File: src/tpio_defines.vh
`ifndef TPIO_DEFINES_VH
`define TPIO_DEFINES_VH
// register byte offsets
`define TPIO_OFF_CTRL_CH3    8'h00
`define TPIO_OFF_CTRL_CH4    8'h04
`define TPIO_OFF_CTRL_CH5    8'h08
`define TPIO_OFF_CTRL_CH0    8'h0C
`define TPIO_OFF_GEN_D_CH3   8'h10
`define TPIO_OFF_GEN_B_CH4   8'h14
`define TPIO_OFF_GEN_B_CH5   8'h18
`define TPIO_OFF_GEN_A_CH0   8'h1C
`define TPIO_OFF_CONFIG      8'h20
`define TPIO_OFF_STATUS      8'h24
// field positions
`define TPIO_FLD_HI_MSB      7
`define TPIO_FLD_HI_LSB      4
`define TPIO_FLD_LO_MSB      3
`define TPIO_FLD_LO_LSB      0
`define TPIO_CFG_PSC4_MSB    2
`define TPIO_CFG_PSC4_LSB    0
`define TPIO_CFG_PSC1_MSB    5
`define TPIO_CFG_PSC1_LSB    3
`define TPIO_CFG_BUFB_BIT    8
// reset values
`define TPIO_RST_CTRL        8'h00
`define TPIO_RST_GEN         16'h0000
`define TPIO_RST_CONFIG      9'h000
// prescaler code for the undivided clock
`define TPIO_PSC_UNDIVIDED   3'h0
`endif

File: src/tpio_top.v
// Contract
// - top bits 00: compare, initial low
// - bits 01: compare, initial high
// - toggle inverts pin each match
// - 1000 captures on rising pin edge
// - 1001 captures on falling pin edge
// - 101x captures on both pin edges
// - no cascade source: second bit ignored in capture modes
// - ch3 D 11xx captures on ch4 count
// - ch0 A 11xx captures on ch1 count
// - ch4 B 11xx captures on ch3 C event
// - undivided neighbour clock: no cascade capture
// - buffer mode ch3 D: no events
`timescale 1ns/1ns
`include "tpio_defines.vh"
module tpio_top #(
   parameter W = 16
) (
   input  wire           mclk,
   input  wire           rst,
   input  wire           psel,
   input  wire           penable,
   input  wire           pwrite,
   input  wire [7:0]     paddr,
   input  wire [31:0]    pwdata,
   output wire [31:0]    prdata,
   output wire           pready,
   output wire           pslverr,
   input  wire [4*W-1:0] counter_in,
   input  wire           count_tick_ch4,
   input  wire           count_tick_ch1,
   input  wire           reg_c_event_ch3,
   input  wire [3:0]     pin_in,
   output wire [3:0]     pin_out,
   output wire [3:0]     pin_oe,
   output wire [3:0]     capture_pulse,
   output wire [3:0]     match_pulse
);
   reg  [7:0]     ctrl_ff [0:3];
   reg  [8:0]     config_ff;
   reg  [31:0]    prdata_ff;
   reg            pready_ff;
   reg            pslverr_ff;
   reg  [31:0]    nxt_prdata;
   reg            nxt_slverr;
   wire           acc;
   wire           wr;
   wire [3:0]     mode [0:3];
   wire [3:0]     mode_wr;
   wire [3:0]     gen_wr;
   wire [3:0]     cascade;
   wire [3:0]     suppress;
   wire [4*W-1:0] gen_bus;
   wire [2:0]     psc4;
   wire [2:0]     psc1;
   wire           buffer_b_enable;

   ////////////////////////////////////////////////////////////////////////
   // apb: answer one cycle into the access phase
   assign acc = psel & penable & ~pready_ff;
   assign wr  = acc & pwrite;

   assign psc4            = config_ff[`TPIO_CFG_PSC4_MSB:`TPIO_CFG_PSC4_LSB];
   assign psc1            = config_ff[`TPIO_CFG_PSC1_MSB:`TPIO_CFG_PSC1_LSB];
   assign buffer_b_enable = config_ff[`TPIO_CFG_BUFB_BIT];

   // slot 0 ch3 D, 1 ch4 B, 2 ch5 B in high nibble; slot 3 ch0 A low nibble
   assign mode[0] = ctrl_ff[0][`TPIO_FLD_HI_MSB:`TPIO_FLD_HI_LSB];
   assign mode[1] = ctrl_ff[1][`TPIO_FLD_HI_MSB:`TPIO_FLD_HI_LSB];
   assign mode[2] = ctrl_ff[2][`TPIO_FLD_HI_MSB:`TPIO_FLD_HI_LSB];
   assign mode[3] = ctrl_ff[3][`TPIO_FLD_LO_MSB:`TPIO_FLD_LO_LSB];

   // count ticks on an undivided clock cannot be told apart
   assign cascade[0]  = count_tick_ch4 & (psc4 != `TPIO_PSC_UNDIVIDED);
   assign cascade[1]  = reg_c_event_ch3;
   assign cascade[2]  = 1'b0;
   assign cascade[3]  = count_tick_ch1 & (psc1 != `TPIO_PSC_UNDIVIDED);
   assign suppress[0] = buffer_b_enable;
   assign suppress[3:1] = 3'h0;

   ////////////////////////////////////////////////////////////////////////
   genvar g;
   generate
      for (g = 0; g < 4; g = g + 1) begin : slot
         assign mode_wr[g] = wr & (paddr == (`TPIO_OFF_CTRL_CH3 + 8'h04 * g));
         assign gen_wr[g]  = wr & (paddr == (`TPIO_OFF_GEN_D_CH3 + 8'h04 * g));
         always @(posedge mclk) begin
            if (rst) begin
               ctrl_ff[g] <= `TPIO_RST_CTRL;
            end else if (mode_wr[g]) begin
               ctrl_ff[g] <= pwdata[7:0];
            end
         end
         tpio_chan #(
            .W       (W),
            .CASCADE ((g == 0 || g == 1 || g == 3) ? 1 : 0)
         ) u_chan (
            .mclk          (mclk),
            .rst           (rst),
            .mode          (ctrl_mode_nxt(g)),
            .mode_wr       (mode_wr[g]),
            .counter       (counter_in[g*W +: W]),
            .sw_wr         (gen_wr[g]),
            .sw_data       (pwdata[W-1:0]),
            .pin_in        (pin_in[g]),
            .cascade_evt   (cascade[g]),
            .suppress      (suppress[g]),
            .gen_reg       (gen_bus[g*W +: W]),
            .pin_out       (pin_out[g]),
            .pin_oe        (pin_oe[g]),
            .capture_pulse (capture_pulse[g]),
            .match_pulse   (match_pulse[g])
         );
      end
   endgenerate

   // during a mode write the channel sees the new field at once
   function [3:0] ctrl_mode_nxt;
      input integer s;
      begin
         if (mode_wr[s]) begin
            ctrl_mode_nxt = (s == 3) ? pwdata[`TPIO_FLD_LO_MSB:`TPIO_FLD_LO_LSB]
                                     : pwdata[`TPIO_FLD_HI_MSB:`TPIO_FLD_HI_LSB];
         end else begin
            ctrl_mode_nxt = mode[s];
         end
      end
   endfunction

   always @(posedge mclk) begin
      if (rst) begin
         config_ff <= `TPIO_RST_CONFIG;
      end else if (wr && paddr == `TPIO_OFF_CONFIG) begin
         config_ff <= pwdata[8:0];
      end
   end

   ////////////////////////////////////////////////////////////////////////
   always @* begin
      nxt_prdata = 32'h00000000;
      nxt_slverr = 1'b0;
      case (paddr)
         `TPIO_OFF_CTRL_CH3:  nxt_prdata[7:0] = ctrl_ff[0];
         `TPIO_OFF_CTRL_CH4:  nxt_prdata[7:0] = ctrl_ff[1];
         `TPIO_OFF_CTRL_CH5:  nxt_prdata[7:0] = ctrl_ff[2];
         `TPIO_OFF_CTRL_CH0:  nxt_prdata[7:0] = ctrl_ff[3];
         `TPIO_OFF_GEN_D_CH3: nxt_prdata[W-1:0] = gen_bus[0*W +: W];
         `TPIO_OFF_GEN_B_CH4: nxt_prdata[W-1:0] = gen_bus[1*W +: W];
         `TPIO_OFF_GEN_B_CH5: nxt_prdata[W-1:0] = gen_bus[2*W +: W];
         `TPIO_OFF_GEN_A_CH0: nxt_prdata[W-1:0] = gen_bus[3*W +: W];
         `TPIO_OFF_CONFIG:    nxt_prdata[8:0] = config_ff;
         `TPIO_OFF_STATUS:    nxt_prdata[7:0] = {pin_oe, pin_out};
         default:             nxt_slverr = 1'b1;
      endcase
   end

   always @(posedge mclk) begin
      if (rst) begin
         prdata_ff  <= 32'h00000000;
         pready_ff  <= 1'b0;
         pslverr_ff <= 1'b0;
      end else begin
         pready_ff  <= acc;
         pslverr_ff <= acc & nxt_slverr;
         if (acc && !pwrite) begin
            prdata_ff <= nxt_prdata;
         end
      end
   end

   assign prdata  = prdata_ff;
   assign pready  = pready_ff;
   assign pslverr = pslverr_ff;
endmodule

File: src/tpio_chan.v
`timescale 1ns/1ns
`include "tpio_defines.vh"
module tpio_chan #(
   parameter W       = 16,
   parameter CASCADE = 1
) (
   input  wire         mclk,
   input  wire         rst,
   input  wire [3:0]   mode,
   input  wire         mode_wr,
   input  wire [W-1:0] counter,
   input  wire         sw_wr,
   input  wire [W-1:0] sw_data,
   input  wire         pin_in,
   input  wire         cascade_evt,
   input  wire         suppress,
   output wire [W-1:0] gen_reg,
   output wire         pin_out,
   output wire         pin_oe,
   output wire         capture_pulse,
   output wire         match_pulse
);
   reg [W-1:0] gen_ff;
   reg         sync1_ff;
   reg         sync2_ff;
   reg         sync3_ff;
   reg         eq_ff;
   reg         out_ff;
   reg         oe_ff;
   reg         cap_ff;
   reg         mat_ff;
   wire        rise;
   wire        fall;
   wire        pin_edge;
   wire        is_cap;
   wire        cas_sel;
   wire        cap_evt;
   wire        eq;
   wire        match;
   reg         nxt_out;
   reg         nxt_oe;

   ////////////////////////////////////////////////////////////////////////
   // first stage read only by second stage
   always @(posedge mclk) begin
      if (rst) begin
         sync1_ff <= 1'b0;
         sync2_ff <= 1'b0;
         sync3_ff <= 1'b0;
      end else begin
         sync1_ff <= pin_in;
         sync2_ff <= sync1_ff;
         sync3_ff <= sync2_ff;
      end
   end

   assign rise     = sync2_ff & ~sync3_ff;
   assign fall     = ~sync2_ff & sync3_ff;
   assign is_cap   = mode[3];
   // channels without a cascade source ignore the second field bit in capture modes
   assign cas_sel  = (CASCADE != 0) & mode[2];
   assign pin_edge = mode[1] ? (rise | fall) :
                     (mode[0] ? fall : rise);
   assign cap_evt  = ~suppress & is_cap & (cas_sel ? cascade_evt : pin_edge);

   // one match per equality run, so a slow counter toggles once
   assign eq    = (counter == gen_ff);
   assign match = ~suppress & ~is_cap & (mode[1:0] != 2'b00) & eq & ~eq_ff;

   ////////////////////////////////////////////////////////////////////////
   always @* begin
      nxt_out = out_ff;
      nxt_oe  = oe_ff;
      if (mode_wr) begin
         nxt_oe  = ~mode[3] & (mode[1:0] != 2'b00);
         nxt_out = mode[3] ? out_ff : mode[2];
      end else if (match) begin
         case (mode[1:0])
            2'b01:   nxt_out = 1'b0;
            2'b10:   nxt_out = 1'b1;
            2'b11:   nxt_out = ~out_ff;
            default: nxt_out = out_ff;
         endcase
      end
   end

   always @(posedge mclk) begin
      if (rst) begin
         gen_ff <= `TPIO_RST_GEN;
         eq_ff  <= 1'b0;
         out_ff <= 1'b0;
         oe_ff  <= 1'b0;
         cap_ff <= 1'b0;
         mat_ff <= 1'b0;
      end else begin
         eq_ff  <= eq;
         out_ff <= nxt_out;
         oe_ff  <= nxt_oe;
         cap_ff <= cap_evt;
         mat_ff <= match;
         // a capture beats a software write in the same cycle
         if (cap_evt) begin
            gen_ff <= counter;
         end else if (sw_wr) begin
            gen_ff <= sw_data;
         end
      end
   end

   assign gen_reg       = gen_ff;
   assign pin_out       = out_ff;
   assign pin_oe        = oe_ff;
   assign capture_pulse = cap_ff;
   assign match_pulse   = mat_ff;
endmodule

File: config.mk
export PLATFORM = sky130hd
export DESIGN_NAME = tpio_top
export DESIGN_NICKNAME = d
export VERILOG_FILES = /design/src/tpio_top.v /design/src/tpio_chan.v
export VERILOG_INCLUDE_DIRS = /design/src
export SDC_FILE = /design/constraint.sdc
export NUM_CORES = 1
export LEC_CHECK = 0
export BUFFER_PORTS_ARGS = -buffer_cell sky130_fd_sc_hd__buf_2
export CORE_MARGIN = 10
export CORE_UTILIZATION = 30
export DETAILED_ROUTE_END_ITERATION = 16
export GPL_TIMING_DRIVEN = 0
export PLACE_DENSITY = 0.57
export SYNTH_ARGS = -nofsm -noshare
export SYNTH_HDL_FRONTEND = slang
export SYNTH_HIERARCHICAL = 1
export SYNTH_SLANG_ARGS = --single-unit
File: constraint.sdc
create_clock -name mclk -period 9.9 [get_ports mclk]
set_input_delay 1.485 -clock mclk [delete_from_list [all_inputs] [get_ports mclk]]
set_output_delay 1.485 -clock mclk [all_outputs]
set_load 0.05 [all_outputs]
Word level (Yosys, flattened, before mapping)
Memory sizes are Yosys's and may differ from the RTL's.
Cells that the tools add are included.
{"block": "totals", "reg_bits": 123, "mem_bits_rw": 32, "in_bits": 116, "output_inout_bits": 50, "elab_cells": 229, "mem_count": 1}
{"memory": "ctrl_ff", "depth": 4, "width": 8, "rd": 4, "rd_ports_with_merged_regs": 0, "wr": 4, "line": "tpio_top.v:39", "text": "reg [7:0] ctrl_ff [0:3];"}
{"block": "classes", "eq_ne": 29, "muxes": 61, "bitwise": 71, "reduce_logical": 27}
{"cell": "16-bit two-way mux", "n": 8}
{"cell": "8-bit one-hot mux with 10 select lines", "n": 1}
{"cell": "16-bit equality test", "n": 4}
{"cell": "1-bit bitwise AND", "n": 41}
{"cell": "1-bit two-way mux", "n": 38}
{"cell": "8-bit by 5-bit equality test with 1-bit output (second input constant)", "n": 4}
{"cell": "8-bit two-way mux", "n": 4}
{"cell": "7-bit one-hot mux with 4 select lines", "n": 1}
{"cell": "2-bit nonzero test", "n": 12}
{"cell": "1-bit NOT", "n": 22}
{"cell": "2-bit equality test (second input constant)", "n": 8}
{"cell": "8-bit by 4-bit equality test with 1-bit output (second input constant)", "n": 2}
{"cell": "8-bit by 6-bit equality test with 1-bit output (second input constant)", "n": 2}
{"cell": "4-bit two-way mux", "n": 4}
{"cell": "4-bit nonzero test", "n": 4}
{"cell": "1-bit one-hot mux with 3 select lines", "n": 4}
{"cell": "3-bit AND reduction", "n": 4}
{"cell": "10-bit OR reduction", "n": 1}
{"cell": "2-bit by 1-bit equality test with 1-bit output (second input constant)", "n": 4}
{"cell": "8-bit by 3-bit equality test with 1-bit output (second input constant)", "n": 1}
{"cell": "8-bit logical NOT", "n": 1}
{"cell": "2-bit inequality test (second input constant)", "n": 4}
{"cell": "1-bit bitwise OR", "n": 8}
{"cell": "3-bit nonzero test", "n": 2}
{"cell": "other kinds (3)", "n": 4}

Logic depth before layout (Yosys ltp)
{"block": "depth", "word_depth": 12, "depth_mapped": 12}

By module
The synthesis kept the hierarchy.
{"mod": "tpio_chan at slot[0].u_chan ...", "instances": 3, "cells_per_inst": 134, "area_per_inst_um2": 1368.8, "seq_area_each_um2": 480.5}
{"mod": "tpio_top", "instances": 1, "cells_per_inst": 342, "area_per_inst_um2": 3649.8, "seq_area_each_um2": 1501.4}
{"mod": "tpio_chan at slot[2].u_chan", "instances": 1, "cells_per_inst": 137, "area_per_inst_um2": 1292.5, "seq_area_each_um2": 480.5}

Least setup slack after synthesis
OpenSTA, ideal clock, no wires.
{"block": "synth_path", "kind": "input to register", "startpoint": "in paddr[5]", "endpoint": "reg slot[2].u_chan.out_ff", "setup_ps": 121, "arrival_ps": 4175, "required_ps": 9779, "setup_slack_ps": 5604, "stages": 12, "n_path_buf": 3, "path_cell_list": "buf_6 -> or4_4 -> buf_6 -> or3_4 -> buf_6 -> mux2_4 -> inv_1 -> ha_1 -> or4_4 -> o21ai_1 -> o311ai_1 -> mux2_2"}
{"block": "synth_between", "elab_chain_len": 9, "word_cells_on_any_way": 19, "classes_between": "eq/ne (5); mux (5); bitwise (5); reduce/logical (4)"}
{"item": "from (decl)", "line": "tpio_top.v:24", "text": "input wire [7:0] paddr,"}
{"item": "8-bit by 4-bit equality test with 1-bit output (*)", "line": "tpio_top.v:85", "text": "assign mode_wr[g] = wr & (paddr == (`TPIO_OFF_CTRL_CH3 + 8'h04 * g));"}
{"item": "1-bit bitwise AND (*)", "line": "tpio_top.v:85"}
{"item": "4-bit two-way mux", "line": "tpio_top.v:121", "text": "if (mode_wr[s]) begin"}
{"item": "2-bit nonzero test or 1-bit NOT (tied branches)", "line": "tpio_chan.v:68", "text": "assign match = ~suppress & ~is_cap & (mode[1:0] != 2'b00) & eq & ~eq_ff;"}
{"item": "1-bit bitwise AND (3 in series)", "line": "tpio_chan.v:68"}
{"item": "2-bit nonzero test (no line)"}
{"item": "3-bit AND reduction (no line)"}
{"item": "to (signal assigned)", "line": "tpio_chan.v:97", "text": "out_ff <= nxt_out;"}
{"item": "to (decl)", "line": "tpio_chan.v:28", "text": "reg out_ff;"}
Mark *: on every way between the ends. The rest lies on a longest branch, timed or not. The select of a mux whose other input is x is not followed.
A chain may end at the register's enable or synchronous reset.

Worst setup path in the final report
{"block": "layout_path", "startpoint": "in paddr[7]", "endpoint": "reg slot[1].u_chan.gen_ff[2]"}
{"block": "layout_between", "elab_chain_len": 8, "word_cells_on_any_way": 11, "classes_between": "eq/ne (2); mux (5); bitwise (3); reduce/logical (1)"}
{"item": "8-bit by 3-bit equality test with 1-bit output (*)", "line": "tpio_top.v:85"}
{"item": "1-bit bitwise AND (*)", "line": "tpio_top.v:85"}
{"item": "named net mode_wr[1]", "line": "tpio_top.v:49", "text": "wire [3:0] mode_wr;"}
{"item": "4-bit two-way mux (*)", "line": "tpio_top.v:121"}
{"item": "1-bit two-way mux", "line": "tpio_chan.v:63", "text": "(mode[0] ? fall : rise);"}
{"item": "1-bit two-way mux", "line": "tpio_chan.v:62", "text": "assign pin_edge = mode[1] ? (rise | fall) :"}
{"item": "1-bit two-way mux", "line": "tpio_chan.v:64", "text": "assign cap_evt = ~suppress & is_cap & (cas_sel ? cascade_evt : pin_edge);"}
{"item": "1-bit bitwise AND (*)", "line": "tpio_chan.v:64"}
{"item": "16-bit two-way mux or 2-bit nonzero test (tied branches)"}
{"item": "to (signal assigned)", "line": "tpio_chan.v:89", "text": "gen_ff <= `TPIO_RST_GEN;"}
{"item": "to (signal assigned)", "line": "tpio_chan.v:103", "text": "gen_ff <= counter;"}
{"item": "to (signal assigned)", "line": "tpio_chan.v:105", "text": "gen_ff <= sw_data;"}
{"item": "to (decl)", "line": "tpio_chan.v:23", "text": "reg [W-1:0] gen_ff;"}
Mark *: on every way through the listed nets, which the timed path passes. The rest lies on a longest branch.

==> results.md <==
* Remaining global-route overflow at 0
* Final cycle utilization of the critical path at between 40 and 50%
* Setup Buffers After CTS at 0
* Routed vias/inst at approximately 5
* Post-synth top area share at 27.2%
* Mapped Cells at roughly 880
* Family with the most delay on the worst path: simple AND/OR/NAND/NOR gates
* Syn avg cell area at approximately 10 um2
* Initial antenna violation count at 7
* Final Setup Violations at 0
* VDD IR max at about 0.12 mV
* Slowest cell on crit path: nor2_1
* Mapped Area at 9050 um2
* Routed vias at around 7,500
* Max incr delay on CP at 0.58 ns
* DP Wirelength at ~26,000 um
* Leading area contributor after synthesis: dfxtp_1
* Max-slew violation count at 0
* Synth Area in Simple Gates at between 10% and 20%
* Antenna-violating nets left at 0
* Largest cells by area after synthesis: dfxtp_1, edfxtp_1, mux2i_1, a211oi_2, xor2_1
* Die span in y at ~190 um
* XOR/XNOR Fraction of Synth Area at under 10%
* Area grow syn2layout at 19.5%
* I/O pin count at approximately 170
* Commonest non-fill, non-tap cells in the layout: buf_2, dfxtp_1, mux2i_1
* Fmax at about 0.23 GHz
* Initial Util at ~30%
* Status: complete, no violations
* Commonest non-fill, non-tap cell in the layout: buf_2
* Leakage at roughly 4.3 nW
* Async SR Flop Fraction at 0%
* WP data arrival at around 4.7 ns
* RePlAce Congestion at approximately 1
* CP Buf/Inv Count at 2
* Pwr/cell area at 136 nW/um2
* DR iter-0 viols at 561
* Share of post-route cells with drive strength above 1 at 33.5%
* RSZ-0062 raised after global routing: no
* Hold_buf cts at 0
* Crit-path max FO at 10
* Nets at roughly 1,200
* CTS Buffer Depth at 2
* Crit path launch type: input port
* Post-Route WL at roughly 33,000 um
* H-Tree Depth at 4
* Max reg flops at 64
* Number of global-route vias before repair at approximately 7,200
* GRT Util Overall at between 10% and 20%
* Max Cap Violations at 0
* Clk slew on worst S/H paths at roughly 0.060 ns
* Final Critical Period at between 4 and 5 ns
* # fillers at a little over 3,000
* CTS tree: done
* EDFF count, synth at 32
* Final hold vios at 0
* Critical path class: input port to flip-flop
* Placed instance area at just over 10,000 um2
* Cell variety after synth at 62
* Worst Clk Skew at approximately 0.013 ns
* CP required at a little over 10 ns
* Slew HR at approximately 28%
* Syn. warnings at 6
* Area fraction in compound gates after synthesis at 14.2%
* HP Class: flip-flop to flip-flop
* Post-synthesis adder-cell area fraction at under 10%
* Num CTS Buffers at 17
* Die area at about 38,000 um2
* Placement Rows at 63
* CP Capture Type: flip-flop
* Post-cts resize count at 0
* Core area at just under 30,000 um2
* Setup tns final at 0 ns
* Latest clock arrival within the worst-skew pair at 0.43 ns
* Post-synthesis mux area share at between 10% and 20%
* CP Cell Sequence: buf_2 -> or2_2 -> nor3_1 -> nand2_1 -> nor2_1 -> mux2_2 -> mux2_4 -> o211ai_2 -> a211o_2 -> buf_6 -> nor2_2 -> a211oi_2
* Main synth FF type: dfxtp_1
* Post-synthesis sequential area ratio at approximately 38%
* Largest net degree at the start of global routing at 26
* #FFs+latches synth at between 150 and 200
* DR pass1 iterations at 8
* Worst-margin pin slew at 1.07 ns
* Root buffer cell: clkbuf_16
* Global-route wire length before repair at between 40,000 and 50,000 um
* Residual DRC at 0
* Port buffer count at between 100 and 150
* Post-route cell area at ~11,000 um2
* Main combinational cell family by area after synthesis: multiplexers
* Die W at slightly below 200 um
* DR WL/cell at 22.7 um
* # clock sinks at about 160
-- worst register-to-register path, delay by kind of cell (launching register included) --
kind / cells / cell delay (ns)
buffers and inverters: 1 / 0.23
AND/OR/NAND/NOR: 5 / 1.57
AO/OA/AOI/OAI: 3 / 0.59
flip-flops: 1 / 0.31
multiplexers: 2 / 0.76
-- through the flow --
| stage | worst slack (ns) | power [mW] | std cells | hold WS, ns | utilization, % |
|---|---|---|---|---|---|
| after floorplan | 5.60 | 0.789 | 902 | 0.414 | - |
| after global placement | 5.23 | 0.867 | 1423 | 0.425 | 34.6 |
| after detailed placement | 5.22 | 0.869 | 1423 | 0.435 | 34.6 |
| after CTS | 5.64 | 1.48 | 1455 | 0.447 | 36.4 |
| after global routing | 5.44 | 1.52 | 1456 | 0.456 | 36.4 |
| final | 5.56 | 1.47 | 1460 | 0.438 | 36.4 |
-- final cells by class --
cell class | count | area [um2] | area share (%)
well taps | 390 | 488 | 4.51
clock inverters | 10 | 68.8 | 0.636
inverters | 26 | 97.6 | 0.902
flip-flops and latches | 155 | 3420 | 31.6
diodes | 5 | 12.5 | 0.116
plain buffers | 66 | 433 | 4.00
clock buffers | 22 | 464 | 4.29
repair buffers | 131 | 656 | 6.06
multi-input cells | 655 | 5170 | 47.8
-- power breakdown --
| group | leakage [nW] | total [mW] | internal, mW | switching [mW] |
|---|---|---|---|---|
| Clock | 0.261 | 0.612 | 0.334 | 0.278 |
| Sequential | 1.32 | 0.676 | 0.660 | 0.0156 |
| Combinational | 2.67 | 0.181 | 0.0654 | 0.116 |
| Total | 4.25 | 1.47 | 1.06 | 0.409 |
-- worst paths after layout --
kind / startpoint / end / slack (ns) / cells after the start
worst max-delay path: paddr[7] / slot[1].u_chan/gen_reg[2]$_SDFFE_PP0P_ / 5.56 / 12
worst min-delay path: slot[0].u_chan/sync1_ff$_SDFF_PP0_ / slot[0].u_chan/sync2_ff$_SDFF_PP0_ / 0.44 / 1
worst max register to register: pready$_SDFF_PP0_ / slot[1].u_chan/gen_reg[2]$_SDFFE_PP0P_ / 6.37 / 11
worst min register to register: slot[0].u_chan/sync1_ff$_SDFF_PP0_ / slot[0].u_chan/sync2_ff$_SDFF_PP0_ / 0.44 / 1
-- metal layers --
layer / GRT usage [%] / vias up / part of all wire, %
met5: 0 / - / 0.082
met4: 4.86 / 4 / 2.0
met3: 3.84 / 32 / 6.9
met2: 26.1 / 296 / 45
met1: 22.6 / 3630 / 46
li1: - / 3505 / -
-- cell usage after synthesis, drive strengths merged (2+ instances only) --
cell type	instances
nand3b	4
a211oi	66
a31oi	4
or3	2
clkbuf	17
or2	9
nor2	126
mux4	13
a211o	3
nand3	9
o31ai	4
nand2b	2
mux2	31
nor3	8
nand4	5
buf	49
edfxtp	32
a22oi	8
o22ai	2
nor4	22
o31a	3
a221oi	5
xor2	64
or4b	2
o21ai	14
o211ai	9
nand2	31
and2	32
and3	9
mux2i	89
a32oi	4
nor4b	5
a21oi	3
nor2b	14
o21bai	3
or4	5
a22o	5
inv	26
dfxtp	123
ha	11
-- cells by family (layout without fill, tap and decap cells) --
| kind of cell | Yosys count | count (layout) |
|---|---|---|
| other | 1 | 27 |
| buffers and inverters | 92 | 255 |
| flip-flops | 155 | 155 |
| XOR/XNOR | 64 | 64 |
| AO/OA/AOI/OAI | 137 | 137 |
| AND/OR/NAND/NOR | 288 | 288 |
| multiplexers | 133 | 133 |
| adder cells (fa/ha/maj) | 11 | 11 |
Note: power is estimated with default switching activity, not from simulation.
